## src/pkg/lfs_map.vh

```
// Constants for the LED string fault supervisor: timing, registers, fields
//
// Contract
// Sinks follow the brightness PWM directly; host keeps it at 100 Hz to 20 kHz.
// Input undervoltage (3.85 V fall, 4 V rise) stops power path, enters retry.
// Input overvoltage above 42 V stops power path, alarm low, enters retry.
// Retry wait after a non-string fault lasts 100 ms, then restart is tried.
// Supply, node and temperature faults are watched in precharge, ramp, normal.
// Feedback sense above 2.3 V is output overvoltage: shut down, enter retry.
// Output overvoltage counts only in normal, after persisting over 560 ms.
// Inductor node above 49 V stops power path, alarm low, enters retry.
// Die at 165 C trips overtemperature: power path off, alarm low, retry.
// After overtemperature, restart completes only below 145 C; retries continue.
// Every detected fault, string faults included, pulls the alarm low.
// Reaching normal after a retry with no fault releases the alarm high.
// String faults never enter retry; only the faulty string is disabled.
// Open string: boost target at maximum and a used sink still below 0.9 V.
// Short string: a sink above 6 V while another sits in 0.9 V to 1.9 V.
// String open and short detection runs only in the normal state.
// Enable low for 2 to 20 us clears string faults, blanks sinks, stays normal.
// Enable low longer than the clearing pulse leads to standby, then restart. The code waits for more than 50 us (STBY_CYC) instead.
// Each sink channel supplies low, mid and high comparator results.
// Enable held low for more than 50 us returns the device to standby.
// Precharge keeps the power-line switch on for 65 ms before ramp.
// After 50 ms of ramp, grounded sinks are detected once and excluded.
// Retry end restarts from precharge only while enable is still high.
// Comparators pass two-flop synchronisers; times come from a prescaled tick. The code counts enable pulse times in clock cycles instead.
// Per-string fault flags hold until the clearing pulse or standby.
`ifndef LFS_MAP_VH
`define LFS_MAP_VH

// Clock and time base
`define LFS_CLK_PERIOD_NS 10
`define LFS_T_TICK_NS 1000
`define LFS_TICK_CYC (`LFS_T_TICK_NS / `LFS_CLK_PERIOD_NS)

// Long times, counted in 1 us ticks
`define LFS_T_PRECHARGE_MS 65
`define LFS_T_RAMP_MS 50
`define LFS_T_RETRY_MS 100
`define LFS_T_OUT_OVP_MS 560
`define LFS_PRE_TICKS (`LFS_T_PRECHARGE_MS * 1000)
`define LFS_RAMP_TICKS (`LFS_T_RAMP_MS * 1000)
`define LFS_RETRY_TICKS (`LFS_T_RETRY_MS * 1000)
`define LFS_OVP_TICKS (`LFS_T_OUT_OVP_MS * 1000)

// Enable pulse times, counted in clock cycles
`define LFS_T_CLR_MIN_NS 2000
`define LFS_T_CLR_MAX_NS 20000
`define LFS_T_STBY_NS 50000
`define LFS_CLR_MIN_CYC \
  ((`LFS_T_CLR_MIN_NS + `LFS_CLK_PERIOD_NS - 1) / `LFS_CLK_PERIOD_NS)
`define LFS_CLR_MAX_CYC (`LFS_T_CLR_MAX_NS / `LFS_CLK_PERIOD_NS)
`define LFS_STBY_CYC \
  ((`LFS_T_STBY_NS + `LFS_CLK_PERIOD_NS - 1) / `LFS_CLK_PERIOD_NS)

// Register byte offsets
`define LFS_REG_CTRL 8'h00
`define LFS_REG_STATUS 8'h04
`define LFS_REG_STRING 8'h08
`define LFS_REG_CAUSE 8'h0C
`define LFS_REG_RETRIES 8'h10

// Field positions and reset values
`define LFS_CTRL_DETECT_EN 0
`define LFS_CTRL_RESET 1'b1
`define LFS_STAT_ALARM_PIN 8
`define LFS_STAT_ALARM_LOW 9
`define LFS_STR_OPEN_LSB 0
`define LFS_STR_SHORT_LSB 8
`define LFS_STR_GND_LSB 16
`define LFS_CAUSE_UV 0
`define LFS_CAUSE_OV 1
`define LFS_CAUSE_OUT 2
`define LFS_CAUSE_NODE 3
`define LFS_CAUSE_TEMP 4
`define LFS_RESP_OKAY 2'h0
`define LFS_RESP_DECERR 2'h3

`endif

```

## src/core/lfs_sync.v

```verilog
// Two-flop synchroniser for a bundle of comparator levels
`timescale 1ns/1ps
module lfs_sync #(
  parameter W = 1
) (
  // Clock and reset
  input wire clk,
  input wire rst_b,
  input wire clk_en,
  // Levels
  input wire [W-1:0] async_i,
  output reg [W-1:0] sync_q
);

  reg [W-1:0] meta_q;

  always @(posedge clk or negedge rst_b) begin
    if (!rst_b) begin
      meta_q <= {W{1'b0}};
      sync_q <= {W{1'b0}};
    end else if (clk_en) begin
      meta_q <= async_i;
      sync_q <= meta_q;
    end
  end

endmodule // lfs_sync

```

## src/core/lfs_tick.v

```verilog
// Prescaler producing a one-cycle tick every DIV enabled cycles
`timescale 1ns/1ps
module lfs_tick #(
  parameter DIV = 100
) (
  // Clock and reset
  input wire clk,
  input wire rst_b,
  input wire clk_en,
  // Tick
  output reg tick_q
);

  reg [15:0] cnt_q;

  always @(posedge clk or negedge rst_b) begin
    if (!rst_b) begin
      cnt_q <= 16'h0000;
      tick_q <= 1'b0;
    end else if (clk_en) begin
      if (cnt_q == DIV[15:0] - 16'h0001) begin
        cnt_q <= 16'h0000;
        tick_q <= 1'b1;
      end else begin
        cnt_q <= cnt_q + 16'h0001;
        tick_q <= 1'b0;
      end
    end
  end

endmodule // lfs_tick

```

## src/core/lfs_supervisor.v

```verilog
// Fault supervisor, start-up sequencer and register slave of the LED driver
//
// The register offsets and the AXI4-Lite interface to the registers were left to the implementer.
`timescale 1ns/1ps
`include "lfs_map.vh"
module lfs_supervisor #(
  parameter NCH = 4,
  parameter TICK_DIV = `LFS_TICK_CYC,
  parameter [19:0] PRE_TICKS = `LFS_PRE_TICKS,
  parameter [19:0] RAMP_TICKS = `LFS_RAMP_TICKS,
  parameter [19:0] RETRY_TICKS = `LFS_RETRY_TICKS,
  parameter [19:0] OVP_TICKS = `LFS_OVP_TICKS,
  parameter [15:0] CLR_MIN_CYC = `LFS_CLR_MIN_CYC,
  parameter [15:0] CLR_MAX_CYC = `LFS_CLR_MAX_CYC,
  parameter [15:0] STBY_CYC = `LFS_STBY_CYC
) (
  // Clock, reset, enable
  input wire clk,
  input wire rst_b,
  input wire clk_en,
  // AXI4-Lite write
  input wire [7:0] s_axi_awaddr,
  input wire s_axi_awvalid,
  output wire s_axi_awready,
  input wire [31:0] s_axi_wdata,
  input wire [3:0] s_axi_wstrb,
  input wire s_axi_wvalid,
  output wire s_axi_wready,
  output reg [1:0] s_axi_bresp,
  output reg s_axi_bvalid,
  input wire s_axi_bready,
  // AXI4-Lite read
  input wire [7:0] s_axi_araddr,
  input wire s_axi_arvalid,
  output wire s_axi_arready,
  output reg [31:0] s_axi_rdata,
  output reg [1:0] s_axi_rresp,
  output reg s_axi_rvalid,
  input wire s_axi_rready,
  // Host pins
  input wire enable_input,
  input wire pwm_in,
  input wire alarm_in,
  output wire alarm_out,
  output wire alarm_oe,
  // Comparator flags
  input wire input_undervoltage,
  input wire input_overvoltage,
  input wire output_overvoltage,
  input wire inductor_node_overvoltage,
  input wire overtemperature_trip,
  input wire boost_at_max,
  input wire [NCH-1:0] sink_low,
  input wire [NCH-1:0] sink_mid,
  input wire [NCH-1:0] sink_high,
  // Power stage controls
  output reg power_switch_en,
  output reg boost_en,
  output wire [NCH-1:0] current_sink_pin_en,
  output reg [NCH-1:0] loop_include,
  output wire [4:0] state_o
);

  localparam [4:0] ST_STANDBY = 5'h01;
  localparam [4:0] ST_PRECHARGE = 5'h02;
  localparam [4:0] ST_RAMP = 5'h04;
  localparam [4:0] ST_NORMAL = 5'h08;
  localparam [4:0] ST_RETRY = 5'h10;
  localparam CW = 5 + 3 * NCH + 1;

  ////////////////////////////////////////////////////////////////////////////
  // Comparator synchronisation and time base

  wire [CW-1:0] cmp_s;
  wire tick;
  wire uv_s = cmp_s[0];
  wire ov_s = cmp_s[1];
  wire out_ovp_s = cmp_s[2];
  wire node_s = cmp_s[3];
  wire temp_s = cmp_s[4];
  wire [NCH-1:0] low_s = cmp_s[5 +: NCH];
  wire [NCH-1:0] mid_s = cmp_s[5 + NCH +: NCH];
  wire [NCH-1:0] high_s = cmp_s[5 + 2 * NCH +: NCH];
  wire at_max_s = cmp_s[CW-1];

  lfs_sync #(.W(CW)) u_sync (
    .clk(clk),
    .rst_b(rst_b),
    .clk_en(clk_en),
    .async_i({boost_at_max, sink_high, sink_mid, sink_low,
              overtemperature_trip, inductor_node_overvoltage,
              output_overvoltage, input_overvoltage, input_undervoltage}),
    .sync_q(cmp_s)
  );

  lfs_tick #(.DIV(TICK_DIV)) u_tick (
    .clk(clk),
    .rst_b(rst_b),
    .clk_en(clk_en),
    .tick_q(tick)
  );

  ////////////////////////////////////////////////////////////////////////////
  // State and counters

  reg [4:0] state_q;
  reg [4:0] state_d;
  reg [19:0] timer_q;
  reg [19:0] ovp_cnt_q;
  reg [15:0] en_low_q;
  reg en_q;
  reg alarm_low_q;
  reg ctrl_detect_q;
  reg [NCH-1:0] open_q;
  reg [NCH-1:0] short_q;
  reg [NCH-1:0] gnd_q;
  reg [4:0] cause_q;
  reg [7:0] retries_q;

  wire st_norm = state_q[3];
  wire st_watch = state_q[1] | state_q[2] | state_q[3];
  wire [NCH-1:0] disabled = open_q | short_q | gnd_q;
  wire [NCH-1:0] used = ~disabled;
  // Fault from the output only after a long persistence in normal
  wire out_fault = st_norm & out_ovp_s & (ovp_cnt_q >= OVP_TICKS);
  wire [4:0] fault_vec = {temp_s & st_watch, node_s & st_watch,
                          out_fault, ov_s & st_watch, uv_s & st_watch};
  wire hard_fault = |fault_vec;
  wire en_rise = enable_input & ~en_q;
  wire clr_pulse = en_rise & (en_low_q >= CLR_MIN_CYC) &
                   (en_low_q <= CLR_MAX_CYC);
  wire en_long_low = ~enable_input & (en_low_q > STBY_CYC);
  wire blank = st_norm & ~enable_input;
  wire detect = st_norm & ctrl_detect_q & enable_input & ~hard_fault;
  wire [NCH-1:0] open_set = (at_max_s & detect) ?
                            (low_s & used) : {NCH{1'b0}};
  wire [NCH-1:0] window = used & ~low_s & mid_s;
  wire [NCH-1:0] short_set = (detect & (|window)) ?
                             (high_s & used) : {NCH{1'b0}};
  // Grounded sinks leave the loop at the very edge that enters normal
  wire [NCH-1:0] gnd_set = (state_q == ST_RAMP && state_d == ST_NORMAL) ?
                           low_s : {NCH{1'b0}};

  always @* begin
    state_d = state_q;
    case (state_q)
      ST_STANDBY: begin
        if (enable_input)
          state_d = ST_PRECHARGE;
      end
      ST_PRECHARGE: begin
        if (timer_q >= PRE_TICKS)
          state_d = ST_RAMP;
      end
      ST_RAMP: begin
        if (timer_q >= RAMP_TICKS)
          state_d = ST_NORMAL;
      end
      ST_NORMAL: begin
        state_d = ST_NORMAL;
      end
      ST_RETRY: begin
        if (timer_q >= RETRY_TICKS)
          state_d = enable_input ? ST_PRECHARGE : ST_STANDBY;
      end
      default: begin
        state_d = ST_STANDBY;
      end
    endcase
    // Hard faults outrank the normal sequence
    if (hard_fault)
      state_d = ST_RETRY;
    if (en_long_low & ~state_q[4])
      state_d = ST_STANDBY;
  end

  always @(posedge clk or negedge rst_b) begin
    if (!rst_b) begin
      state_q <= ST_STANDBY;
      timer_q <= 20'h00000;
      ovp_cnt_q <= 20'h00000;
      en_low_q <= 16'h0000;
      en_q <= 1'b0;
    end else if (clk_en) begin
      state_q <= state_d;
      en_q <= enable_input;
      if (state_d != state_q)
        timer_q <= 20'h00000;
      else if (tick && timer_q != 20'hFFFFF)
        timer_q <= timer_q + 20'h00001;
      if (!(st_norm && out_ovp_s))
        ovp_cnt_q <= 20'h00000;
      else if (tick && ovp_cnt_q != 20'hFFFFF)
        ovp_cnt_q <= ovp_cnt_q + 20'h00001;
      if (enable_input)
        en_low_q <= 16'h0000;
      else if (en_low_q != 16'hFFFF)
        en_low_q <= en_low_q + 16'h0001;
    end
  end

  ////////////////////////////////////////////////////////////////////////////
  // String flags, alarm, cause log

  always @(posedge clk or negedge rst_b) begin
    if (!rst_b) begin
      open_q <= {NCH{1'b0}};
      short_q <= {NCH{1'b0}};
      gnd_q <= {NCH{1'b0}};
      alarm_low_q <= 1'b0;
      retries_q <= 8'h00;
    end else if (clk_en) begin
      // A detection in the clearing cycle survives the clear
      if (state_d == ST_STANDBY || clr_pulse) begin
        open_q <= open_set;
        short_q <= short_set;
      end else begin
        open_q <= open_q | open_set;
        short_q <= short_q | short_set;
      end
      if (state_d == ST_STANDBY)
        gnd_q <= {NCH{1'b0}};
      else if (state_q == ST_RAMP && state_d == ST_NORMAL)
        gnd_q <= low_s;
      if (hard_fault || (|open_set) || (|short_set))
        alarm_low_q <= 1'b1;
      else if (clr_pulse && st_norm)
        alarm_low_q <= 1'b0;
      else if (state_q == ST_RAMP && state_d == ST_NORMAL &&
               open_q == {NCH{1'b0}} && short_q == {NCH{1'b0}})
        alarm_low_q <= 1'b0;
      if (state_d == ST_RETRY && !state_q[4] && retries_q != 8'hFF)
        retries_q <= retries_q + 8'h01;
    end
  end

  // Power path follows the state; sinks reproduce PWM with no delay
  always @(posedge clk or negedge rst_b) begin
    if (!rst_b) begin
      power_switch_en <= 1'b0;
      boost_en <= 1'b0;
      loop_include <= {NCH{1'b0}};
    end else if (clk_en) begin
      power_switch_en <= state_d[1] | state_d[2] | state_d[3];
      boost_en <= state_d[2] | state_d[3];
      loop_include <= (state_d[2] | state_d[3]) ?
                      ~(disabled | open_set | short_set | gnd_set) :
                      {NCH{1'b0}};
    end
  end

  // Combinational so the sink edge tracks the PWM edge
  assign current_sink_pin_en = (st_norm && !blank) ?
                               ({NCH{pwm_in}} & used) : {NCH{1'b0}};
  assign alarm_out = 1'b0;
  assign alarm_oe = alarm_low_q;
  assign state_o = state_q;

  ////////////////////////////////////////////////////////////////////////////
  // AXI4-Lite slave

  reg aw_hold_q;
  reg w_hold_q;
  reg [7:0] awaddr_q;
  reg [31:0] wdata_q;
  reg [3:0] wstrb_q;
  reg [31:0] rd_d;
  reg rd_hit;

  assign s_axi_awready = ~aw_hold_q & ~s_axi_bvalid;
  assign s_axi_wready = ~w_hold_q & ~s_axi_bvalid;
  assign s_axi_arready = ~s_axi_rvalid;

  wire wr_go = aw_hold_q & w_hold_q & ~s_axi_bvalid;
  wire wr_ctrl = wr_go & (awaddr_q == `LFS_REG_CTRL) & wstrb_q[0];
  wire wr_cause = wr_go & (awaddr_q == `LFS_REG_CAUSE) & wstrb_q[0];
  wire wr_hit = (awaddr_q == `LFS_REG_CTRL) |
                (awaddr_q == `LFS_REG_CAUSE);

  always @(posedge clk or negedge rst_b) begin
    if (!rst_b) begin
      aw_hold_q <= 1'b0;
      w_hold_q <= 1'b0;
      awaddr_q <= 8'h00;
      wdata_q <= 32'h00000000;
      wstrb_q <= 4'h0;
      s_axi_bvalid <= 1'b0;
      s_axi_bresp <= `LFS_RESP_OKAY;
      ctrl_detect_q <= `LFS_CTRL_RESET;
      cause_q <= 5'h00;
    end else if (clk_en) begin
      if (s_axi_awvalid && s_axi_awready) begin
        aw_hold_q <= 1'b1;
        awaddr_q <= {s_axi_awaddr[7:2], 2'b00};
      end
      if (s_axi_wvalid && s_axi_wready) begin
        w_hold_q <= 1'b1;
        wdata_q <= s_axi_wdata;
        wstrb_q <= s_axi_wstrb;
      end
      if (wr_go) begin
        aw_hold_q <= 1'b0;
        w_hold_q <= 1'b0;
        s_axi_bvalid <= 1'b1;
        s_axi_bresp <= wr_hit ? `LFS_RESP_OKAY : `LFS_RESP_DECERR;
      end else if (s_axi_bvalid && s_axi_bready) begin
        s_axi_bvalid <= 1'b0;
      end
      if (wr_ctrl)
        ctrl_detect_q <= wdata_q[`LFS_CTRL_DETECT_EN];
      // Write one to clear; a fault in the same cycle keeps its bit
      cause_q <= (cause_q & ~(wr_cause ? wdata_q[4:0] : 5'h00)) | fault_vec;
    end
  end

  always @* begin
    rd_d = 32'h00000000;
    rd_hit = 1'b1;
    case ({s_axi_araddr[7:2], 2'b00})
      `LFS_REG_CTRL: begin
        rd_d[`LFS_CTRL_DETECT_EN] = ctrl_detect_q;
      end
      `LFS_REG_STATUS: begin
        rd_d[4:0] = state_q;
        rd_d[`LFS_STAT_ALARM_PIN] = alarm_in;
        rd_d[`LFS_STAT_ALARM_LOW] = alarm_low_q;
      end
      `LFS_REG_STRING: begin
        rd_d[`LFS_STR_OPEN_LSB +: NCH] = open_q;
        rd_d[`LFS_STR_SHORT_LSB +: NCH] = short_q;
        rd_d[`LFS_STR_GND_LSB +: NCH] = gnd_q;
      end
      `LFS_REG_CAUSE: begin
        rd_d[4:0] = cause_q;
      end
      `LFS_REG_RETRIES: begin
        rd_d[7:0] = retries_q;
      end
      default: begin
        rd_hit = 1'b0;
      end
    endcase
  end

  always @(posedge clk or negedge rst_b) begin
    if (!rst_b) begin
      s_axi_rvalid <= 1'b0;
      s_axi_rdata <= 32'h00000000;
      s_axi_rresp <= `LFS_RESP_OKAY;
    end else if (clk_en) begin
      if (s_axi_arvalid && s_axi_arready) begin
        s_axi_rvalid <= 1'b1;
        s_axi_rdata <= rd_d;
        s_axi_rresp <= rd_hit ? `LFS_RESP_OKAY : `LFS_RESP_DECERR;
      end else if (s_axi_rvalid && s_axi_rready) begin
        s_axi_rvalid <= 1'b0;
      end
    end
  end

endmodule // lfs_supervisor

```

## config.mk

```make
export PLATFORM = sky130hd
export DESIGN_NAME = lfs_supervisor
export DESIGN_NICKNAME = d
export VERILOG_FILES = /design/src/core/lfs_sync.v /design/src/core/lfs_tick.v /design/src/core/lfs_supervisor.v
export VERILOG_INCLUDE_DIRS = /design/src /design/src/pkg
export SDC_FILE = /design/constraint.sdc
export NUM_CORES = 1
export LEC_CHECK = 0
export BUFFER_PORTS_ARGS = -buffer_cell sky130_fd_sc_hd__buf_4
export CORE_ASPECT_RATIO = 0.75
export CORE_UTILIZATION = 35
export CTS_CLUSTER_DIAMETER = 200
export DETAILED_ROUTE_END_ITERATION = 6
export GPL_ROUTABILITY_DRIVEN = 0
export PLACE_DENSITY = 0.62
export SETUP_SLACK_MARGIN = 0.05
export SLEW_MARGIN = 20
export SYNTH_ARGS = -nofsm -noshare
export SYNTH_HDL_FRONTEND = slang
export SYNTH_HIERARCHICAL = 1
export SYNTH_SLANG_ARGS = --single-unit
export TNS_END_PERCENT = 5
```

## constraint.sdc

```tcl
create_clock -name clk -period 3.7 [get_ports clk]
set_input_delay 0 -clock clk [delete_from_list [all_inputs] [get_ports clk]]
set_output_delay 0 -clock clk [all_outputs]
set_load 0.005 [all_outputs]
```

==> flow_metrics.tcl <==
set metrics [dict create \
    synth_top_cell_by_area "dfrtp_1" \
    wl_met2_um 9252 \
    grt_first_pass_wirelength_um 36630 \
    yosysWarningCount 6 \
    period_needed_ns 3.433 \
    synth_ff_type "dfrtp_1" \
    die_h_um 143.7 \
    finish.net_count 1133 \
    portBuffers 87 \
    final-seq-area_um2 4557 \
    setup-tns-final_ns 0 \
    grt_start_max_net_pins 84 \
    fillers 2513 \
    hpwl_um 15660 \
    arrival_ns 3.82 \
    synth_edf_count 0 \
    cp-end-kind "flip-flop" \
    cap_violations 0 \
    yosysSeqAreaShare_pct 48.62 \
    final_cells 1401 \
    clockBufferDepth 2 \
    synthSimpleGateAreaFrac_pct 20.44 \
    viasPerCell 5.308 \
    reg2reg_depth 9 \
    groute.usage.overall_pct 17.05 \
    route.vias.total 7436 \
    max_freq_ghz 0.2913 \
    post_cts_buffers 0 \
    timing.slew.headroom_pct 32.20 \
    core.rowCount 51 \
    wirelength_um 22530 \
    p_per_area_nw_per_um2 501.0 \
    hold_path_startpoint "s_axi_araddr[5]" \
    clk_pin_slew_ns 0.08 \
    drtIter0Drc 484 \
    ios 139 \
    p_leak_nw 5.016 \
    grt_antenna_before_repair 1 \
    synth_compound_area_share_pct 12.71 \
    yosys_register_bits 182 \
    irDropWorstVdd_v 0.0003341 \
    die_x_um 191.0 \
    grt_remaining_overflow 0 \
    syn_to_final_growth_pct 20.69 \
    maxSlewViolCount 0 \
    synth.distinct_cells 73 \
    dp.cells 1331 \
    diodes 0 \
    grt_pass1_vias 6971 \
    drc 0 \
    grt_setup_unrepaired "no" \
    numCtsBuffers 17 \
    tightest_slew_ns 1.013 \
    hold_path_end "s_axi_rdata[7]" \
    cts_tree "built" \
    fin_worst_skew_ns 0.01174 \
    start_util_pct 35.91 \
    synth_top_area_share_pct 48.06 \
    hold_violations 0 \
    synth.area.top_cells "dfrtp_1 48%, mux2_4 4.8%, nand2_1 3.8%, o21ai_0 2.7%, nor2_1 2.7%" \
    utilization_pct 43.34 \
    routed-wl-met3_um 1181 \
    dr.pass1.iters 5 \
    multiInputGateArea_um2 4433 \
    wire_per_inst_um 16.08 \
    period_share_pct 92.77 \
    highest_layer "met5" \
    synthCells 918 \
    p_total_mw 5.667 \
    status "completed" \
    avgSynthCellArea_um2 10.21 \
    cts_root_buf "clkbuf_16" \
    synth_top_family_by_area "simple AND/OR/NAND/NOR gates" \
    synth_area_um2 9373 \
    synth_xor_area_share_pct 4.205 \
    r2r_end "timer_q[12]" \
    wl_met1_um 11780 \
    clk_latency_ns 0.45 \
    hold_depth 5 \
    start_kind "flip-flop" \
    hp-class "in2reg" \
    die_area_um2 27440 \
    worst-setup-path-type "reg2reg" \
    critPathMaxFanout 12 \
    coreArea_um2 26100 \
    cts_sinks 182 \
    htree_levels 4 \
    yosys-mux-area-fraction_pct 8.090 \
    async_reset_ff_share_pct 100.0 \
    final_antenna_net_count 0 \
    fin_hold_ws_ns 0.04122 \
    rrSetupSlack_ns 0.27 \
    synth_fa_ha_area_share_pct 1.068 \
    rr_startpoint "en_low_q[4]" \
    setup_viol 0 \
    drive_above_1_share_pct 19.87 \
    worst-endpoint-required_ns 4.09 \
]
-- kinds of logic (layout without fill, tap and decap cells) --
group / count (synthesis) / in the layout
adders and majority gates: 8 / 8
xor gates and xnor gates: 45 / 45
muxes: 58 / 58
and+or+nand+nor: 366 / 366
other: 1 / 17
DFF: 182 / 182
AOI/OAI and AO/OA: 178 / 178
buffers and inverters: 80 / 203
-- registers in the layout, summed over array words and instances, names as in the netlist, 4 cells and up --
| register | count |
|---|---|
| timer_q | 20 |
| state_o | 5 |
| open_q | 4 |
| wdata_q | 5 |
| awaddr_q | 6 |
| cause_q | 5 |
| u_tick/cnt_q | 16 |
| ovp_cnt_q | 20 |
| en_low_q | 16 |
| short_q | 4 |
| u_sync/meta_q | 18 |
| s_axi_rdata | 16 |
| gnd_q | 4 |
| u_sync/sync_q | 18 |
| retries_q | 8 |
| loop_include | 4 |
-- per-stage QoR --
step | worst slack, ns | area (um^2)
floorplan | 0.6664 | 9433
global placement | 0.2812 | 10320
detailed placement | 0.1599 | 10320
CTS | 0.1287 | 11300
global route | 0.02724 | 11310
finish | 0.2674 | 11310
-- report_power, final --
| group | switching [mW] | leakage (nW) | internal, mW | total [mW] |
|---|---|---|---|---|
| clock network | 0.919 | 0.291 | 0.915 | 1.83 |
| registers | 0.288 | 2.37 | 2.24 | 2.53 |
| logic | 0.683 | 2.36 | 0.623 | 1.31 |
| total | 1.89 | 5.02 | 3.78 | 5.67 |
-- routing by layer --
metal / vias up / track usage [%]
met2: 176 / 23.53
met1: 3653 / 25.90
li1: 3579 / -
met3: 26 / 4.225
met4: 2 / 4.674
met5: - / 0
-- area by class of cell --
class	count	area share (%)
clock buffer	17	3.761
clock inverter	15	1.571
inverter	25	0.8296
multi-input combinational	672	39.19
sequential	182	40.28
tap	344	3.805
timing repair buffer	146	10.56
-- critical path, stage by stage (launching register included) --
cell	delay, ns
dfrtp_1	0.47
or4b_1	0.51
or4_1	0.45
o211a_1	0.28
or4b_1	0.54
a32oi_1	0.28
nand3_2	0.29
buf_4	0.27
nor3_2	0.16
a211o_1	0.12
-- synthesized netlist by cell type (all sizes together) (9+ instances only) --
| cell type | count |
|---|---|
| o21ai | 56 |
| or3 | 22 |
| mux2 | 52 |
| a21oi | 28 |
| nor4 | 15 |
| nand4 | 23 |
| nor3 | 32 |
| and4 | 10 |
| and3 | 16 |
| xor2 | 25 |
| inv | 25 |
| nand2 | 96 |
| nand3 | 44 |
| a21o | 9 |
| a32o | 9 |
| xnor2 | 20 |
| nor2 | 68 |
| a22o | 13 |
| dfrtp | 180 |
| clkbuf | 25 |
| buf | 30 |
-- how the worst max path moves through the flow --
stage                      from     endpoint  slack (ns)  cells after the start
finish              en_low_q[4]  timer_q[12]        0.27                      9
global route        en_low_q[4]  timer_q[12]        0.03                      9
CTS                 en_low_q[4]  timer_q[12]        0.13                      9
detailed placement  en_low_q[4]   timer_q[2]        0.16                      8
global placement    en_low_q[4]   timer_q[8]        0.28                      8
floorplan           en_low_q[4]   timer_q[4]        0.67                      9
-- cell usage in the layout (no fill, tap or decap), types with 23 or more instances in the layout --
cell type | netlist | final
a21oi_1 | 28 | 28
buf_4 | 21 | 107
dfrtp_1 | 180 | 180
dlygate4sd3_1 | 0 | 38
inv_1 | 24 | 24
mux2_4 | 30 | 30
nand2_1 | 96 | 96
nand3_1 | 43 | 41
nand4_1 | 23 | 23
nor2_1 | 68 | 68
nor3_1 | 30 | 30
o21ai_0 | 51 | 51
xor2_1 | 25 | 25
-- repair_timing --
item	in CTS	in global routing
resized for setup	0	1
endpoints found under the hold margin	117	0
endpoints found under the setup margin	0	13
hold buffers	38	0
(Power assumes the default switching activity.)
